File: src/core/capcmp_pkg.sv
// package: register map, field layout, reset values and types of the capture/compare unit
package capcmp_pkg;

  // ------------------------------------------------------------
  // sizes
  // ------------------------------------------------------------
  localparam int NUM_CH = 4;
  localparam int CNT_W = 16;
  localparam int PRESC_W = 7;
  localparam int ADDR_W = 6;
  localparam int SYNC_STAGES = 2;

  // ------------------------------------------------------------
  // register byte offsets
  // ------------------------------------------------------------
  localparam logic [5:0] REG_CTRL = 6'h00;
  localparam logic [5:0] REG_ACTION = 6'h04;
  localparam logic [5:0] REG_FORCE = 6'h08;
  localparam logic [5:0] REG_CH3_OVR = 6'h0c;
  localparam logic [5:0] REG_IRQ_EN = 6'h10;
  localparam logic [5:0] REG_FLAGS = 6'h14;
  localparam logic [5:0] REG_COUNT = 6'h18;
  localparam logic [5:0] REG_PORT = 6'h1c;
  localparam logic [5:0] REG_TIME0 = 6'h20;
  localparam logic [5:0] REG_TIME1 = 6'h24;
  localparam logic [5:0] REG_TIME2 = 6'h28;
  localparam logic [5:0] REG_TIME3 = 6'h2c;

  // ------------------------------------------------------------
  // field positions
  // ------------------------------------------------------------
  localparam int CTRL_DIR_LSB = 0;
  localparam int CTRL_PRESC_LSB = 4;
  localparam int CTRL_COUNTER_RESET_ON_CH3_ENABLE_BIT = 7;
  localparam int CTRL_RUN_BIT = 8;
  localparam int CTRL_EDGE_LSB = 16;
  localparam int CH3_DATA_LSB = 8;
  localparam int OVF_BIT = 4;

  // ------------------------------------------------------------
  // reset values and action codes
  // ------------------------------------------------------------
  localparam logic [31:0] RST_WORD = 32'h0000_0000;
  localparam logic [15:0] RST_TIME = 16'h0000;
  localparam logic [15:0] CNT_MAX = 16'hffff;
  localparam logic [1:0] ACT_DISCONNECT = 2'h0;
  localparam logic [1:0] ACT_TOGGLE = 2'h1;
  localparam logic [1:0] ACT_CLEAR = 2'h2;
  localparam logic [1:0] ACT_SET = 2'h3;

  // ------------------------------------------------------------
  // types
  // ------------------------------------------------------------
  typedef enum logic [0:0] {
    BUS_IDLE = 1'b0,
    BUS_ANSWER = 1'b1
  } bus_state_e;

  typedef struct packed {
    logic [7:0] edge_sel;
    logic run;
    logic counter_reset_on_ch3_enable;
    logic [2:0] prescale_select;
    logic [3:0] channel_direction_select;
  } ctrl_s;

endpackage

File: src/core/four_channel_capture_compare.sv
// four-channel capture/compare unit with Avalon-MM register slave
// What this block does
// - direction bit zero makes a channel an input capture channel.
// - active pin edge copies the free-running counter into the channel time register.
// - each capture sets the channel flag; interrupt only while its enable is set.
// - direction bit one makes a channel an output compare channel.
// - counter match sets, clears or toggles the pin and sets the channel flag.
// - mode and level bits choose the action; both zero disconnect the pin unless its channel 3 mask bit is set.
// - force bit performs the pin action at once without touching the flag.
// - channel 3 match overrides others, driving masked-in channel 3 data bits.
// - with reset enable, channel 3 match clears the counter regardless of pin use.
// - port writes on compare pins go to a latch, shown once pin is free.
// - five interrupt outputs (four channels plus overflow) and irq, their union.
// - channel interrupt is high after an event while its enable is set.
// - overflow interrupt is high after rollover while its enable is set.
// - prescaler divides clock by 1 to 128 from a three-bit select.
// - overflow flag sets on rollover to zero; writing one clears it.
// - time registers read anytime; writes count only for compare channels.
//
// Added by the designer: register access over Avalon-MM and the address map.
`timescale 1ns/10ps
`default_nettype none
module four_channel_capture_compare (
  input wire logic core_clk,
  input wire logic rst_n,
  input wire logic [5:0] avs_address,
  input wire logic avs_read,
  input wire logic avs_write,
  input wire logic [31:0] avs_writedata,
  input wire logic [3:0] avs_byteenable,
  output logic [31:0] avs_readdata,
  output logic avs_waitrequest,
  input wire logic [3:0] chan_pin_in,
  output logic [3:0] chan_pin_out,
  output logic [3:0] chan_pin_oe_n,
  output logic [3:0] chan_irq,
  output logic overflow_irq,
  output logic irq
);

  // ------------------------------------------------------------
  // state
  // ------------------------------------------------------------
  capcmp_pkg::bus_state_e bus_state_r, bus_state_nxt;
  logic [31:0] readdata_r, readdata_nxt;
  logic waitreq_r, waitreq_nxt;
  capcmp_pkg::ctrl_s ctrl_r, ctrl_nxt;
  logic [7:0] action_r, action_nxt;
  logic [3:0] mask_r, mask_nxt;
  logic [3:0] data3_r, data3_nxt;
  logic [4:0] irq_en_r, irq_en_nxt;
  logic [4:0] flag_r, flag_nxt;
  logic [3:0] port_r, port_nxt;
  logic [15:0] cnt_r, cnt_nxt;
  logic [6:0] presc_r, presc_nxt;
  logic new_cnt_r, new_cnt_nxt;
  logic [15:0] tc_r [4];
  logic [15:0] tc_nxt [4];
  logic [3:0] cmp_r, cmp_nxt;
  logic [3:0] pin_out_r, pin_out_nxt;
  logic [3:0] pin_oe_n_r, pin_oe_n_nxt;
  logic [3:0] chan_irq_r, chan_irq_nxt;
  logic ovf_irq_r, ovf_irq_nxt;
  logic irq_r, irq_nxt;

  // ------------------------------------------------------------
  // bus decode
  // ------------------------------------------------------------
  logic accept;
  logic wr;
  logic [31:0] wmask;
  logic [31:0] wbits;
  logic [31:0] rd_mux;

  assign accept = (avs_read | avs_write) & (bus_state_r == capcmp_pkg::BUS_ANSWER);
  assign wr = avs_write & accept;
  assign wmask = {{8{avs_byteenable[3]}}, {8{avs_byteenable[2]}},
                  {8{avs_byteenable[1]}}, {8{avs_byteenable[0]}}};
  assign wbits = avs_writedata & wmask;

  function automatic logic [31:0] merge(input logic [31:0] old, input logic [31:0] wd,
                                        input logic [31:0] m);
    merge = (old & ~m) | (wd & m);
  endfunction

  // ------------------------------------------------------------
  // control word layout
  // ------------------------------------------------------------
  logic [31:0] ctrl_word;
  logic [31:0] ctrl_wr;

  // fields sit at their register positions, unused bits read 0
  always_comb begin
    ctrl_word = 32'h0000_0000;
    ctrl_word[capcmp_pkg::CTRL_DIR_LSB +: 4] = ctrl_r.channel_direction_select;
    ctrl_word[capcmp_pkg::CTRL_PRESC_LSB +: 3] = ctrl_r.prescale_select;
    ctrl_word[capcmp_pkg::CTRL_COUNTER_RESET_ON_CH3_ENABLE_BIT] = ctrl_r.counter_reset_on_ch3_enable;
    ctrl_word[capcmp_pkg::CTRL_RUN_BIT] = ctrl_r.run;
    ctrl_word[capcmp_pkg::CTRL_EDGE_LSB +: 8] = ctrl_r.edge_sel;
  end

  assign ctrl_wr = merge(ctrl_word, avs_writedata, wmask);

  always_comb begin
    case (avs_address)
      capcmp_pkg::REG_CTRL: rd_mux = ctrl_word;
      capcmp_pkg::REG_ACTION: rd_mux = {24'h000000, action_r};
      capcmp_pkg::REG_CH3_OVR: rd_mux = {20'h00000, data3_r, 4'h0, mask_r};
      capcmp_pkg::REG_IRQ_EN: rd_mux = {27'h0000000, irq_en_r};
      capcmp_pkg::REG_FLAGS: rd_mux = {27'h0000000, flag_r};
      capcmp_pkg::REG_COUNT: rd_mux = {16'h0000, cnt_r};
      capcmp_pkg::REG_PORT: rd_mux = {28'h0000000, port_r};
      capcmp_pkg::REG_TIME0: rd_mux = {16'h0000, tc_r[0]};
      capcmp_pkg::REG_TIME1: rd_mux = {16'h0000, tc_r[1]};
      capcmp_pkg::REG_TIME2: rd_mux = {16'h0000, tc_r[2]};
      capcmp_pkg::REG_TIME3: rd_mux = {16'h0000, tc_r[3]};
      default: rd_mux = 32'h0000_0000;
    endcase
  end

  // one wait cycle, then a single cycle with waitrequest low
  always_comb begin
    bus_state_nxt = bus_state_r;
    readdata_nxt = readdata_r;
    case (bus_state_r)
      capcmp_pkg::BUS_IDLE: begin
        if (avs_read | avs_write) begin
          bus_state_nxt = capcmp_pkg::BUS_ANSWER;
          // read data holds until the next read answer
          if (avs_read) begin
            readdata_nxt = rd_mux;
          end
        end
      end
      capcmp_pkg::BUS_ANSWER: begin
        bus_state_nxt = capcmp_pkg::BUS_IDLE;
      end
      default: begin
        bus_state_nxt = capcmp_pkg::BUS_IDLE;
      end
    endcase
    waitreq_nxt = (bus_state_nxt != capcmp_pkg::BUS_ANSWER);
  end

  // ------------------------------------------------------------
  // edge detection
  // ------------------------------------------------------------
  logic [3:0] rise;
  logic [3:0] fall;

  capture_edge_detect #(
    .WIDTH(capcmp_pkg::NUM_CH)
  ) u_edge (
    .core_clk(core_clk),
    .rst_n(rst_n),
    .pin_in(chan_pin_in),
    .rise(rise),
    .fall(fall)
  );

  // ------------------------------------------------------------
  // prescaler and counter
  // ------------------------------------------------------------
  logic [7:0] presc_div;
  logic [6:0] presc_lim;
  logic tick;
  logic cnt_rst;
  logic ovf;
  logic [3:0] dir;
  logic [3:0] match;
  logic [3:0] cap;
  logic [3:0] force_hit;
  logic ch3_fire;

  assign dir = ctrl_r.channel_direction_select;
  assign presc_div = 8'h01 << ctrl_r.prescale_select;
  assign presc_lim = 7'(presc_div - 8'h01);
  assign tick = ctrl_r.run & (presc_r == presc_lim);
  // channel 3 clears the counter whatever its pin is used for
  assign cnt_rst = ctrl_r.counter_reset_on_ch3_enable & new_cnt_r & (cnt_r == tc_r[3]);
  assign ovf = tick & (cnt_r == capcmp_pkg::CNT_MAX) & ~cnt_rst;

  always_comb begin
    presc_nxt = presc_r;
    if (!ctrl_r.run || tick) begin
      presc_nxt = 7'h00;
    end else begin
      presc_nxt = presc_r + 7'h01;
    end
    cnt_nxt = cnt_r;
    if (cnt_rst) begin
      cnt_nxt = 16'h0000;
    end else if (tick) begin
      cnt_nxt = cnt_r + 16'h0001;
    end
    new_cnt_nxt = cnt_rst | tick;
  end

  // ------------------------------------------------------------
  // per-channel capture, compare and pin
  // ------------------------------------------------------------
  function automatic logic apply_action(input logic [1:0] act, input logic cur);
    case (act)
      capcmp_pkg::ACT_TOGGLE: apply_action = ~cur;
      capcmp_pkg::ACT_CLEAR: apply_action = 1'b0;
      capcmp_pkg::ACT_SET: apply_action = 1'b1;
      default: apply_action = cur;
    endcase
  endfunction

  assign force_hit = wr && (avs_address == capcmp_pkg::REG_FORCE) ? wbits[3:0] & dir : 4'h0;
  assign ch3_fire = match[3] | force_hit[3];

  genvar n;
  generate
    for (n = 0; n < 4; n++) begin : g_ch
      logic [1:0] act;
      logic own;
      logic wr_tc;
      logic connected;
      assign act = action_r[2*n+1:2*n];
      assign match[n] = dir[n] & new_cnt_r & (cnt_r == tc_r[n]);
      assign cap[n] = ~dir[n] & ((rise[n] & ctrl_r.edge_sel[2*n]) |
                                 (fall[n] & ctrl_r.edge_sel[2*n+1]));
      assign wr_tc = wr && (avs_address == 6'(capcmp_pkg::REG_TIME0 + 6'(4*n)));
      // forced and real compares share the pin action
      assign own = (match[n] | force_hit[n]) ? apply_action(act, cmp_r[n]) : cmp_r[n];
      assign cmp_nxt[n] = (ch3_fire & mask_r[n]) ? data3_r[n] : own;
      assign connected = dir[n] & ((act != capcmp_pkg::ACT_DISCONNECT) | mask_r[n]);
      assign pin_out_nxt[n] = connected ? cmp_nxt[n] : port_nxt[n];
      assign pin_oe_n_nxt[n] = ~dir[n];
      always_comb begin
        tc_nxt[n] = tc_r[n];
        if (cap[n]) begin
          tc_nxt[n] = cnt_r;
        end else if (wr_tc && dir[n]) begin
          tc_nxt[n] = 16'(merge({16'h0000, tc_r[n]}, avs_writedata, wmask));
        end
      end
    end
  endgenerate

  // ------------------------------------------------------------
  // registers written by software, flags and interrupts
  // ------------------------------------------------------------
  logic [4:0] flag_set;
  logic [4:0] flag_clr;

  assign flag_set = {ovf, cap | match};
  assign flag_clr = wr && (avs_address == capcmp_pkg::REG_FLAGS) ? wbits[4:0] : 5'h00;

  always_comb begin
    ctrl_nxt = ctrl_r;
    action_nxt = action_r;
    mask_nxt = mask_r;
    data3_nxt = data3_r;
    irq_en_nxt = irq_en_r;
    port_nxt = port_r;
    if (wr) begin
      case (avs_address)
        capcmp_pkg::REG_CTRL: begin
          ctrl_nxt.channel_direction_select = ctrl_wr[capcmp_pkg::CTRL_DIR_LSB +: 4];
          ctrl_nxt.prescale_select = ctrl_wr[capcmp_pkg::CTRL_PRESC_LSB +: 3];
          ctrl_nxt.counter_reset_on_ch3_enable = ctrl_wr[capcmp_pkg::CTRL_COUNTER_RESET_ON_CH3_ENABLE_BIT];
          ctrl_nxt.run = ctrl_wr[capcmp_pkg::CTRL_RUN_BIT];
          ctrl_nxt.edge_sel = ctrl_wr[capcmp_pkg::CTRL_EDGE_LSB +: 8];
        end
        capcmp_pkg::REG_ACTION: action_nxt = 8'(merge({24'h0, action_r}, avs_writedata, wmask));
        capcmp_pkg::REG_CH3_OVR: begin
          mask_nxt = 4'(merge({28'h0, mask_r}, avs_writedata, wmask));
          data3_nxt = 4'(merge({28'h0, data3_r}, avs_writedata >> capcmp_pkg::CH3_DATA_LSB,
                               wmask >> capcmp_pkg::CH3_DATA_LSB));
        end
        capcmp_pkg::REG_IRQ_EN: irq_en_nxt = 5'(merge({27'h0, irq_en_r}, avs_writedata, wmask));
        capcmp_pkg::REG_PORT: port_nxt = 4'(merge({28'h0, port_r}, avs_writedata, wmask));
        default: begin
        end
      endcase
    end
    // a new event wins over a clear in the same cycle
    flag_nxt = (flag_r & ~flag_clr) | flag_set;
    chan_irq_nxt = flag_nxt[3:0] & irq_en_nxt[3:0];
    ovf_irq_nxt = flag_nxt[capcmp_pkg::OVF_BIT] & irq_en_nxt[capcmp_pkg::OVF_BIT];
    irq_nxt = |(flag_nxt & irq_en_nxt);
  end

  // ------------------------------------------------------------
  // registers
  // ------------------------------------------------------------
  always_ff @(posedge core_clk) begin
    if (!rst_n) begin
      bus_state_r <= capcmp_pkg::BUS_IDLE;
      readdata_r <= capcmp_pkg::RST_WORD;
      waitreq_r <= 1'b1;
      ctrl_r <= 17'h00000;
      action_r <= 8'h00;
      mask_r <= 4'h0;
      data3_r <= 4'h0;
      irq_en_r <= 5'h00;
      flag_r <= 5'h00;
      port_r <= 4'h0;
      cnt_r <= 16'h0000;
      presc_r <= 7'h00;
      new_cnt_r <= 1'b0;
      for (int k = 0; k < 4; k++) begin
        tc_r[k] <= capcmp_pkg::RST_TIME;
      end
      cmp_r <= 4'h0;
      pin_out_r <= 4'h0;
      pin_oe_n_r <= 4'hf;
      chan_irq_r <= 4'h0;
      ovf_irq_r <= 1'b0;
      irq_r <= 1'b0;
    end else begin
      bus_state_r <= bus_state_nxt;
      readdata_r <= readdata_nxt;
      waitreq_r <= waitreq_nxt;
      ctrl_r <= ctrl_nxt;
      action_r <= action_nxt;
      mask_r <= mask_nxt;
      data3_r <= data3_nxt;
      irq_en_r <= irq_en_nxt;
      flag_r <= flag_nxt;
      port_r <= port_nxt;
      cnt_r <= cnt_nxt;
      presc_r <= presc_nxt;
      new_cnt_r <= new_cnt_nxt;
      for (int k = 0; k < 4; k++) begin
        tc_r[k] <= tc_nxt[k];
      end
      cmp_r <= cmp_nxt;
      pin_out_r <= pin_out_nxt;
      pin_oe_n_r <= pin_oe_n_nxt;
      chan_irq_r <= chan_irq_nxt;
      ovf_irq_r <= ovf_irq_nxt;
      irq_r <= irq_nxt;
    end
  end

  assign avs_readdata = readdata_r;
  assign avs_waitrequest = waitreq_r;
  assign chan_pin_out = pin_out_r;
  assign chan_pin_oe_n = pin_oe_n_r;
  assign chan_irq = chan_irq_r;
  assign overflow_irq = ovf_irq_r;
  assign irq = irq_r;

endmodule
`default_nettype wire

File: src/core/capture_edge_detect.sv
// two-stage pin synchroniser with rising and falling edge detection
`timescale 1ns/10ps
`default_nettype none
module capture_edge_detect #(
  parameter int WIDTH = 4
) (
  input wire logic core_clk,
  input wire logic rst_n,
  input wire logic [WIDTH-1:0] pin_in,
  output logic [WIDTH-1:0] rise,
  output logic [WIDTH-1:0] fall
);

  // ------------------------------------------------------------
  // per-pin synchroniser
  // ------------------------------------------------------------
  genvar i;
  generate
    for (i = 0; i < WIDTH; i++) begin : g_pin
      logic meta_r;
      logic sync_r;
      logic prev_r;
      always_ff @(posedge core_clk) begin
        if (!rst_n) begin
          meta_r <= 1'b0;
          sync_r <= 1'b0;
          prev_r <= 1'b0;
        end else begin
          meta_r <= pin_in[i];
          sync_r <= meta_r;
          prev_r <= sync_r;
        end
      end
      // pulses held over two clocks survive the two-flop delay
      assign rise[i] = sync_r & ~prev_r;
      assign fall[i] = ~sync_r & prev_r;
    end
  endgenerate

endmodule
`default_nettype wire

File: config.mk
export PLATFORM = sky130hd
export DESIGN_NAME = four_channel_capture_compare
export DESIGN_NICKNAME = d
export VERILOG_FILES = /design/src/core/capcmp_pkg.sv /design/src/core/four_channel_capture_compare.sv /design/src/core/capture_edge_detect.sv
export SDC_FILE = /design/constraint.sdc
export NUM_CORES = 1
export LEC_CHECK = 0
export BUFFER_PORTS_ARGS = -buffer_cell sky130_fd_sc_hd__buf_2
export CORE_MARGIN = 2
export CORE_UTILIZATION = 40
export CTS_BUF_LIST = sky130_fd_sc_hd__clkbuf_2
export DETAILED_ROUTE_END_ITERATION = 10
export REMOVE_ABC_BUFFERS = 1
export SKIP_CTS_REPAIR_TIMING = 1
export SLEW_MARGIN = 10
export SYNTH_ARGS = -nofsm -noshare
export SYNTH_HDL_FRONTEND = slang
export SYNTH_SLANG_ARGS = --single-unit
File: constraint.sdc
create_clock -name core_clk -period 3.6 [get_ports core_clk]
set_input_delay 0.18 -clock core_clk [delete_from_list [all_inputs] [get_ports core_clk]]
set_output_delay 0.18 -clock core_clk [all_outputs]
set_load 0.005 [all_outputs]
==> impl_metrics.toml, run 1 <==
[floorplan]
io_pins = 97
num_rows = 56
die_w_um = 159.4
die-area_um2 = 25410
coreArea_um2 = 23610
start_util_pct = 40.91
fp.dieH_um = 159.4

[global_routing]
grt_max_degree = 81
grt-ovfl-total = 0
track_usage_pct = 24.37
grt_pass1_vias = 8260
antenna_found_initial = 2
grt_pass1_wl_mm = 48.18

[route]
num_vias = 9184
wl_per_cell_um = 20.00
wl_met1_mm = 14.14
wirelength_mm = 32.14
route.met3.wl_mm = 2.242
drt_iter0_markers = 1012
dr.pass1.iters = 6
drc_errors = 0
drt-vias-per-instance = 5.715
top_layer = "met4"
final_antenna_net_count = 0
wl_met2_mm = 14.49

[yosys]
synth-async-reset-ratio_pct = 0
synth_seq_cells = 191
synth_seq_area_share_pct = 39.59
synth_common_cells = "dfxtp_1 (191), nor2_1 (190), nand2_1 (103)"
synthFlopType = "dfxtp_1"
synth_warnings = 0
synth_edf_count = 0
synthDominantCellAreaShare_pct = 39.59
syn_avg_cell_area_um2 = 8.193
synth_most_common_cell = "dfxtp_1"
synthCells = 1179
synthTopCellsByArea = "dfxtp_1 (40%), nor2_1 (7.4%), xor2_1 (5.3%)"
synth_cell_types = 79
synthesis.area_um2 = 9659
synth_top_cell_by_area = "dfxtp_1"

[worst_hold_path]
hp-start = "avs_byteenable[0]"
hold_path_class = "input port to flop"

[critical_path]
crit_chain = "dlygate4sd3_1 -> buf_2 -> or4_4 -> dlygate4sd3_1 -> nor3_2 -> and4_1 -> mux2i_1 -> dlygate4sd3_1 -> nor2_1"
r2r_cells = 11
worstSetupEndpointType = "flop"
crit_required_ns = 4.36
cp_top_family = "buffers and inverters"
crit_top_cell = "dlygate4sd3_1"
critical_path_class = "input port to flop"
critical_path_arrival_ns = 3.90
cpMaxStageDelayCell = "dlygate4sd3_1"
crit_path_start_kind = "input port"
cp.depth = 9
r2r_end = "irq"
ff2ff_setup_slack_ns = 0.68
crit_fanout = 8
critical-path-max-stage-delay_ns = 0.66
startpoint = "avs_address[1]"
crit_buf_inv = 4

[clock_network]
clkLatencyLatePin_ns = 0.85
cts.sinks = 191
htreeDepth = 4
cts-root-buf = "clkbuf_2"
tritoncts = "built"
clk_path_buf_depth = 2
numCtsBuffers = 17
clk_pin_slew_ns = 0.32

[status]
outcome = "finished clean"

[sta]
finalSetupTns_ns = 0
whs_ns = 0.03009
slew_violations = 0
max-slew-margin-rel_pct = 38.47
hold_violations = 0
min_period_ns = 3.135
worst_pin_slew_ns = 0.9196
fin_skew_ns = 0.04484
fmax_mhz = 318.9
rsz0062_at_grt = "false"
finalSetupViolCount = 0
fin_crit_sh_pct = 87.09

[placed_design]
place_congestion = 0.9336
dp_hpwl_mm = 22.41
io_buffers = 79

[power_and_ir_drop]
p_seq_share_pct = 61.6
p_sw_share_pct = 29.57
comb_power_share_pct = 6.2
power_density_nw_per_um2 = 312.8
power_switching_w = 0.001027
ir_worst_vdd_mv = 0.1434
power.internal_w = 0.002445
p_clk_share_pct = 32.2
leakagePower_nw = 4.214

[final_layout]
syn2layout_area_growth_pct = 14.91
nets = 1327
fillers = 2373
drive_gt1_share_pct = 14.45

[run]
cap_violations = 0
[worst min-delay path, cell delays in order]
cell      delay (ns)
buf_2           0.14
buf_4           0.20
nand2_1         0.14
o211ai_1        0.11
o21ai_0         0.08
nor2_1          0.04
[layout by cell type, fill, tap and decap left out, types with 8 or more instances in the layout]
master,n
clkbuf_2,17
o21ai_0,21
nand3_1,46
nor3_1,16
nor2_1,190
conb_1,8
a31oi_1,19
and3_1,8
and2_1,20
buf_4,41
dfxtp_1,191
buf_2,79
dlygate4sd3_1,50
a211oi_1,40
nor4_1,9
xnor2_1,30
a21oi_1,88
a22oi_1,36
o211ai_1,13
xor2_1,58
inv_1,10
nand4_1,17
nand2_1,103
mux2i_1,41
nand3b_1,13
[power groups by stage]
stage | sequential, W | combinational, W | clock [W]
2_1_floorplan | 0.00217 | 0.0000790 | 0
3_3_place_gp | 0.00217 | 0.000173 | 0
3_5_place_dp | 0.00217 | 0.000174 | 0
4_1_cts | 0.00214 | 0.000175 | 0.00114
5_1_grt | 0.00214 | 0.000231 | 0.00122
6_report | 0.00214 | 0.000215 | 0.00112
[worst min path at each step]
stage,to,slack (ns),cells past startpoint
finish,flop,0.03,6
global route,flop,0.02,4
CTS,u_edge.g_pin[3].meta_r,-0.54,2
detailed placement,u_edge.g_pin[3].meta_r,0.39,2
global placement,u_edge.g_pin[1].meta_r,0.39,2
floorplan,chan_pin_oe_n[0],0.25,1
[stage by stage]
step	setup WS, ns	power, W	cells	util, %	instance area [um^2]
2_1_floorplan	0.5698	0.002250	1085	-	9224
3_3_place_gp	0.7495	0.002346	1524	43.77	10340
3_5_place_dp	0.6848	0.002347	1524	43.77	10340
4_1_cts	0.6731	0.003453	1556	44.84	10590
5_1_grt	0.3901	0.003593	1607	47.01	11100
6_report	0.4647	0.003472	1607	47.01	11100
[final cells by class]
| type | instances | area [um^2] | area share, % |
|---|---|---|---|
| Inverter | 12 | 47.55 | 0.4284 |
| Clock buffer | 17 | 85.08 | 0.7665 |
| Timing Repair Buffer | 170 | 1204 | 10.84 |
| Sequential cell | 191 | 3824 | 34.45 |
| Tap cell | 319 | 399.1 | 3.596 |
| Multi-Input combinational cell | 882 | 5370 | 48.38 |
| Clock inverter | 15 | 167.7 | 1.511 |
| Antenna cell | 1 | 2.502 | 0.02255 |
[logic make-up after synthesis]
kind of cell / count (synthesis) / share of synthesized area [%]
compound gates: 276 / 19.13
flops: 191 / 39.59
xor+xnor: 88 / 7.979
other cells: 1 / 0.03882
fa+ha+maj: 3 / 0.3886
buf+inv: 113 / 5.246
simple gates: 460 / 22.64
mux: 47 / 4.987
[metal layers]
metal  vias to the layer above  global-route usage [%]
li1                       4335                       -
met1                      4409                   32.89
met2                       363                   38.30
met3                        77                   4.454
met4                         0                   10.33
met5                         -                       0
(Power assumes the default switching activity.)
==> inputs of run 2 (changes only) <==
CTS_BUF_LIST = default   (was sky130_fd_sc_hd__clkbuf_2)
CTS_CLUSTER_DIAMETER = 50   (was default)
clock period = 2.65 ns   (was 3.6 ns; I/O delays follow)
==> run 2 against run 1 <==
Clock-buffer cell count increased by 1. Register-to-register slack got worse by 0.49 ns. Cell count increased by 0.19%. Die area unchanged. Clock skew decreased by 0.034 ns. Non-clock buffer count increased by 4. Setup slack got worse by 0.28 ns. Via count decreased by 0.57%. Hold slack got worse by 0.0068 ns.
==> impl_metrics.toml, run 2 (synthesized netlist as in run 1, its figures left out) <==
[critical_path]
crit_path_start_kind = "flop"
cp-endpoint = "flag_r[4]"
worstSetupEndpointType = "flop"
r2r_cells = 11
crit_required_ns = 3.03
critical_path_class = "flop to flop"
r2r_end = "flag_r[4]"
crit_fanout = 18
critical_path_arrival_ns = 2.84
ff2ff_setup_slack_ns = 0.19

[sta]
max-slew-margin-rel_pct = 57.92
finalWorstSetupSlack_ns = 0.1850
fin_crit_sh_pct = 93.02
fin_skew_ns = 0.01049
whs_ns = 0.02326
fmax_mhz = 405.7
hold_violations = 0
finalSetupTns_ns = 0
finalSetupViolCount = 0
min_period_ns = 2.465
slew_violations = 0
worst_pin_slew_ns = 0.6312

[status]
outcome = "finished clean"

[floorplan]
die_w_um = 159.4
fp.dieH_um = 159.4
coreArea_um2 = 23610
start_util_pct = 40.91
die-area_um2 = 25410
num_rows = 56
io_pins = 97

[route]
wirelength_mm = 32.40
wl_per_cell_um = 20.13
drt-vias-per-instance = 5.672
drc_errors = 0
drt_iter0_markers = 995
num_vias = 9132
final_antenna_net_count = 0
dr.pass1.iters = 5

[placed_design]
dp_hpwl_mm = 23.14
place_congestion = 0.9850
dp_cells = 1559
io_buffers = 79
place_ws_ns = 0.08000

[power_and_ir_drop]
p_sw_share_pct = 24.24
p_clk_share_pct = 47.0
total_power_w = 0.005954
ir_worst_vdd_mv = 0.3681
power_switching_w = 0.001443
comb_power_share_pct = 4.6
leakagePower_nw = 4.453
power_density_nw_per_um2 = 516.9
power.internal_w = 0.004510
p_seq_share_pct = 48.4

[clock_network]
clk_path_buf_depth = 2
cts.sinks = 191
clkLatencyLatePin_ns = 0.44
htreeDepth = 4
clk_pin_slew_ns = 0.08
tritoncts = "built"
numCtsBuffers = 17
cts-root-buf = "clkbuf_16"

[global_routing]
track_usage_pct = 24.95
antenna_found_initial = 0
grt_pass1_wl_mm = 49.47
grt-ovfl-total = 0
grt_max_degree = 45
grt_pass1_vias = 8387

[final_layout]
insertedDiodeCount = 0
multi_input_comb_area_um2 = 5395
layout_common_cells = "dfxtp_1 (191), nor2_1 (190), nand2_1 (103)"
syn2layout_area_growth_pct = 19.24
fin_cells = 1610
regArea_um2 = 3824
drive_gt1_share_pct = 17.43
nets = 1331
fillers = 2312
final_common_cell = "dfxtp_1"

[run]
cap_violations = 0

[worst_hold_path]
hold_path_class = "input port to flop"
-- run 2: cell types whose count changed in the layout (fill, tap and decap cells not counted), moves of 2 or more --
cell / change
buf_12: +5
buf_4: +30
bufinv_16: +3
clkbuf_16: +17
clkbuf_2: -17
clkinv_4: -2
clkinv_8: -3
dlygate4sd3_1: -31
inv_6: +2
inv_8: -2
-- run 2: worst min path at each step --
stage	start	end	cells past startpoint
floorplan	rst_n	chan_pin_oe_n[0]	1
global placement	chan_pin_in[1]	u_edge.g_pin[1].meta_r	2
detailed placement	chan_pin_in[3]	u_edge.g_pin[3].meta_r	2
CTS	chan_pin_in[3]	u_edge.g_pin[3].meta_r	2
global route	avs_read	avs_waitrequest	3
finish	avs_read	avs_waitrequest	3
-- run 2: cell type report --
| cell class | instances | area share [%] |
|---|---|---|
| multi-input combinational | 882 | 46.84 |
| inverter | 12 | 0.4128 |
| sequential | 191 | 33.20 |
| timing repair buffer | 174 | 10.58 |
| clock inverter | 14 | 1.684 |
| tap | 319 | 3.466 |
| clock buffer | 18 | 3.813 |
-- run 2: per-stage QoR --
stage               util [%]  instance area, um^2
CTS                    47.83                11290
global route           48.78                11520
floorplan                  -                 9224
detailed placement     45.15                10660
global placement       45.15                10660
finish                 48.78                11520
-- run 2: power groups by stage --
stage	sequential (W)	combinational, W	clock, W
2_1_floorplan	0.00295	0.000107	0
3_3_place_gp	0.00295	0.000245	0
3_5_place_dp	0.00295	0.000245	0
4_1_cts	0.00288	0.000246	0.00282
5_1_grt	0.00288	0.000292	0.00296
6_report	0.00288	0.000272	0.00280
-- run 2: routing by layer --
layer	GRT usage (%)	up-vias	part of all wire, %
li1	-	4338	-
met2	39.41	352	46
met5	0	-	0
met4	10.00	0	3.5
met1	33.76	4375	44
met3	4.532	67	6.3
-- run 2: critical path, cell delays in order, from the launching register on --
cell,delay [ns]
dfxtp_1,0.38
inv_1,0.07
nand2_1,0.11
ha_4,0.19
or4bb_1,0.49
o2111ai_1,0.14
o211ai_2,0.17
a211oi_4,0.28
buf_12,0.20
and2_1,0.19
nand2_1,0.06
a21oi_1,0.13
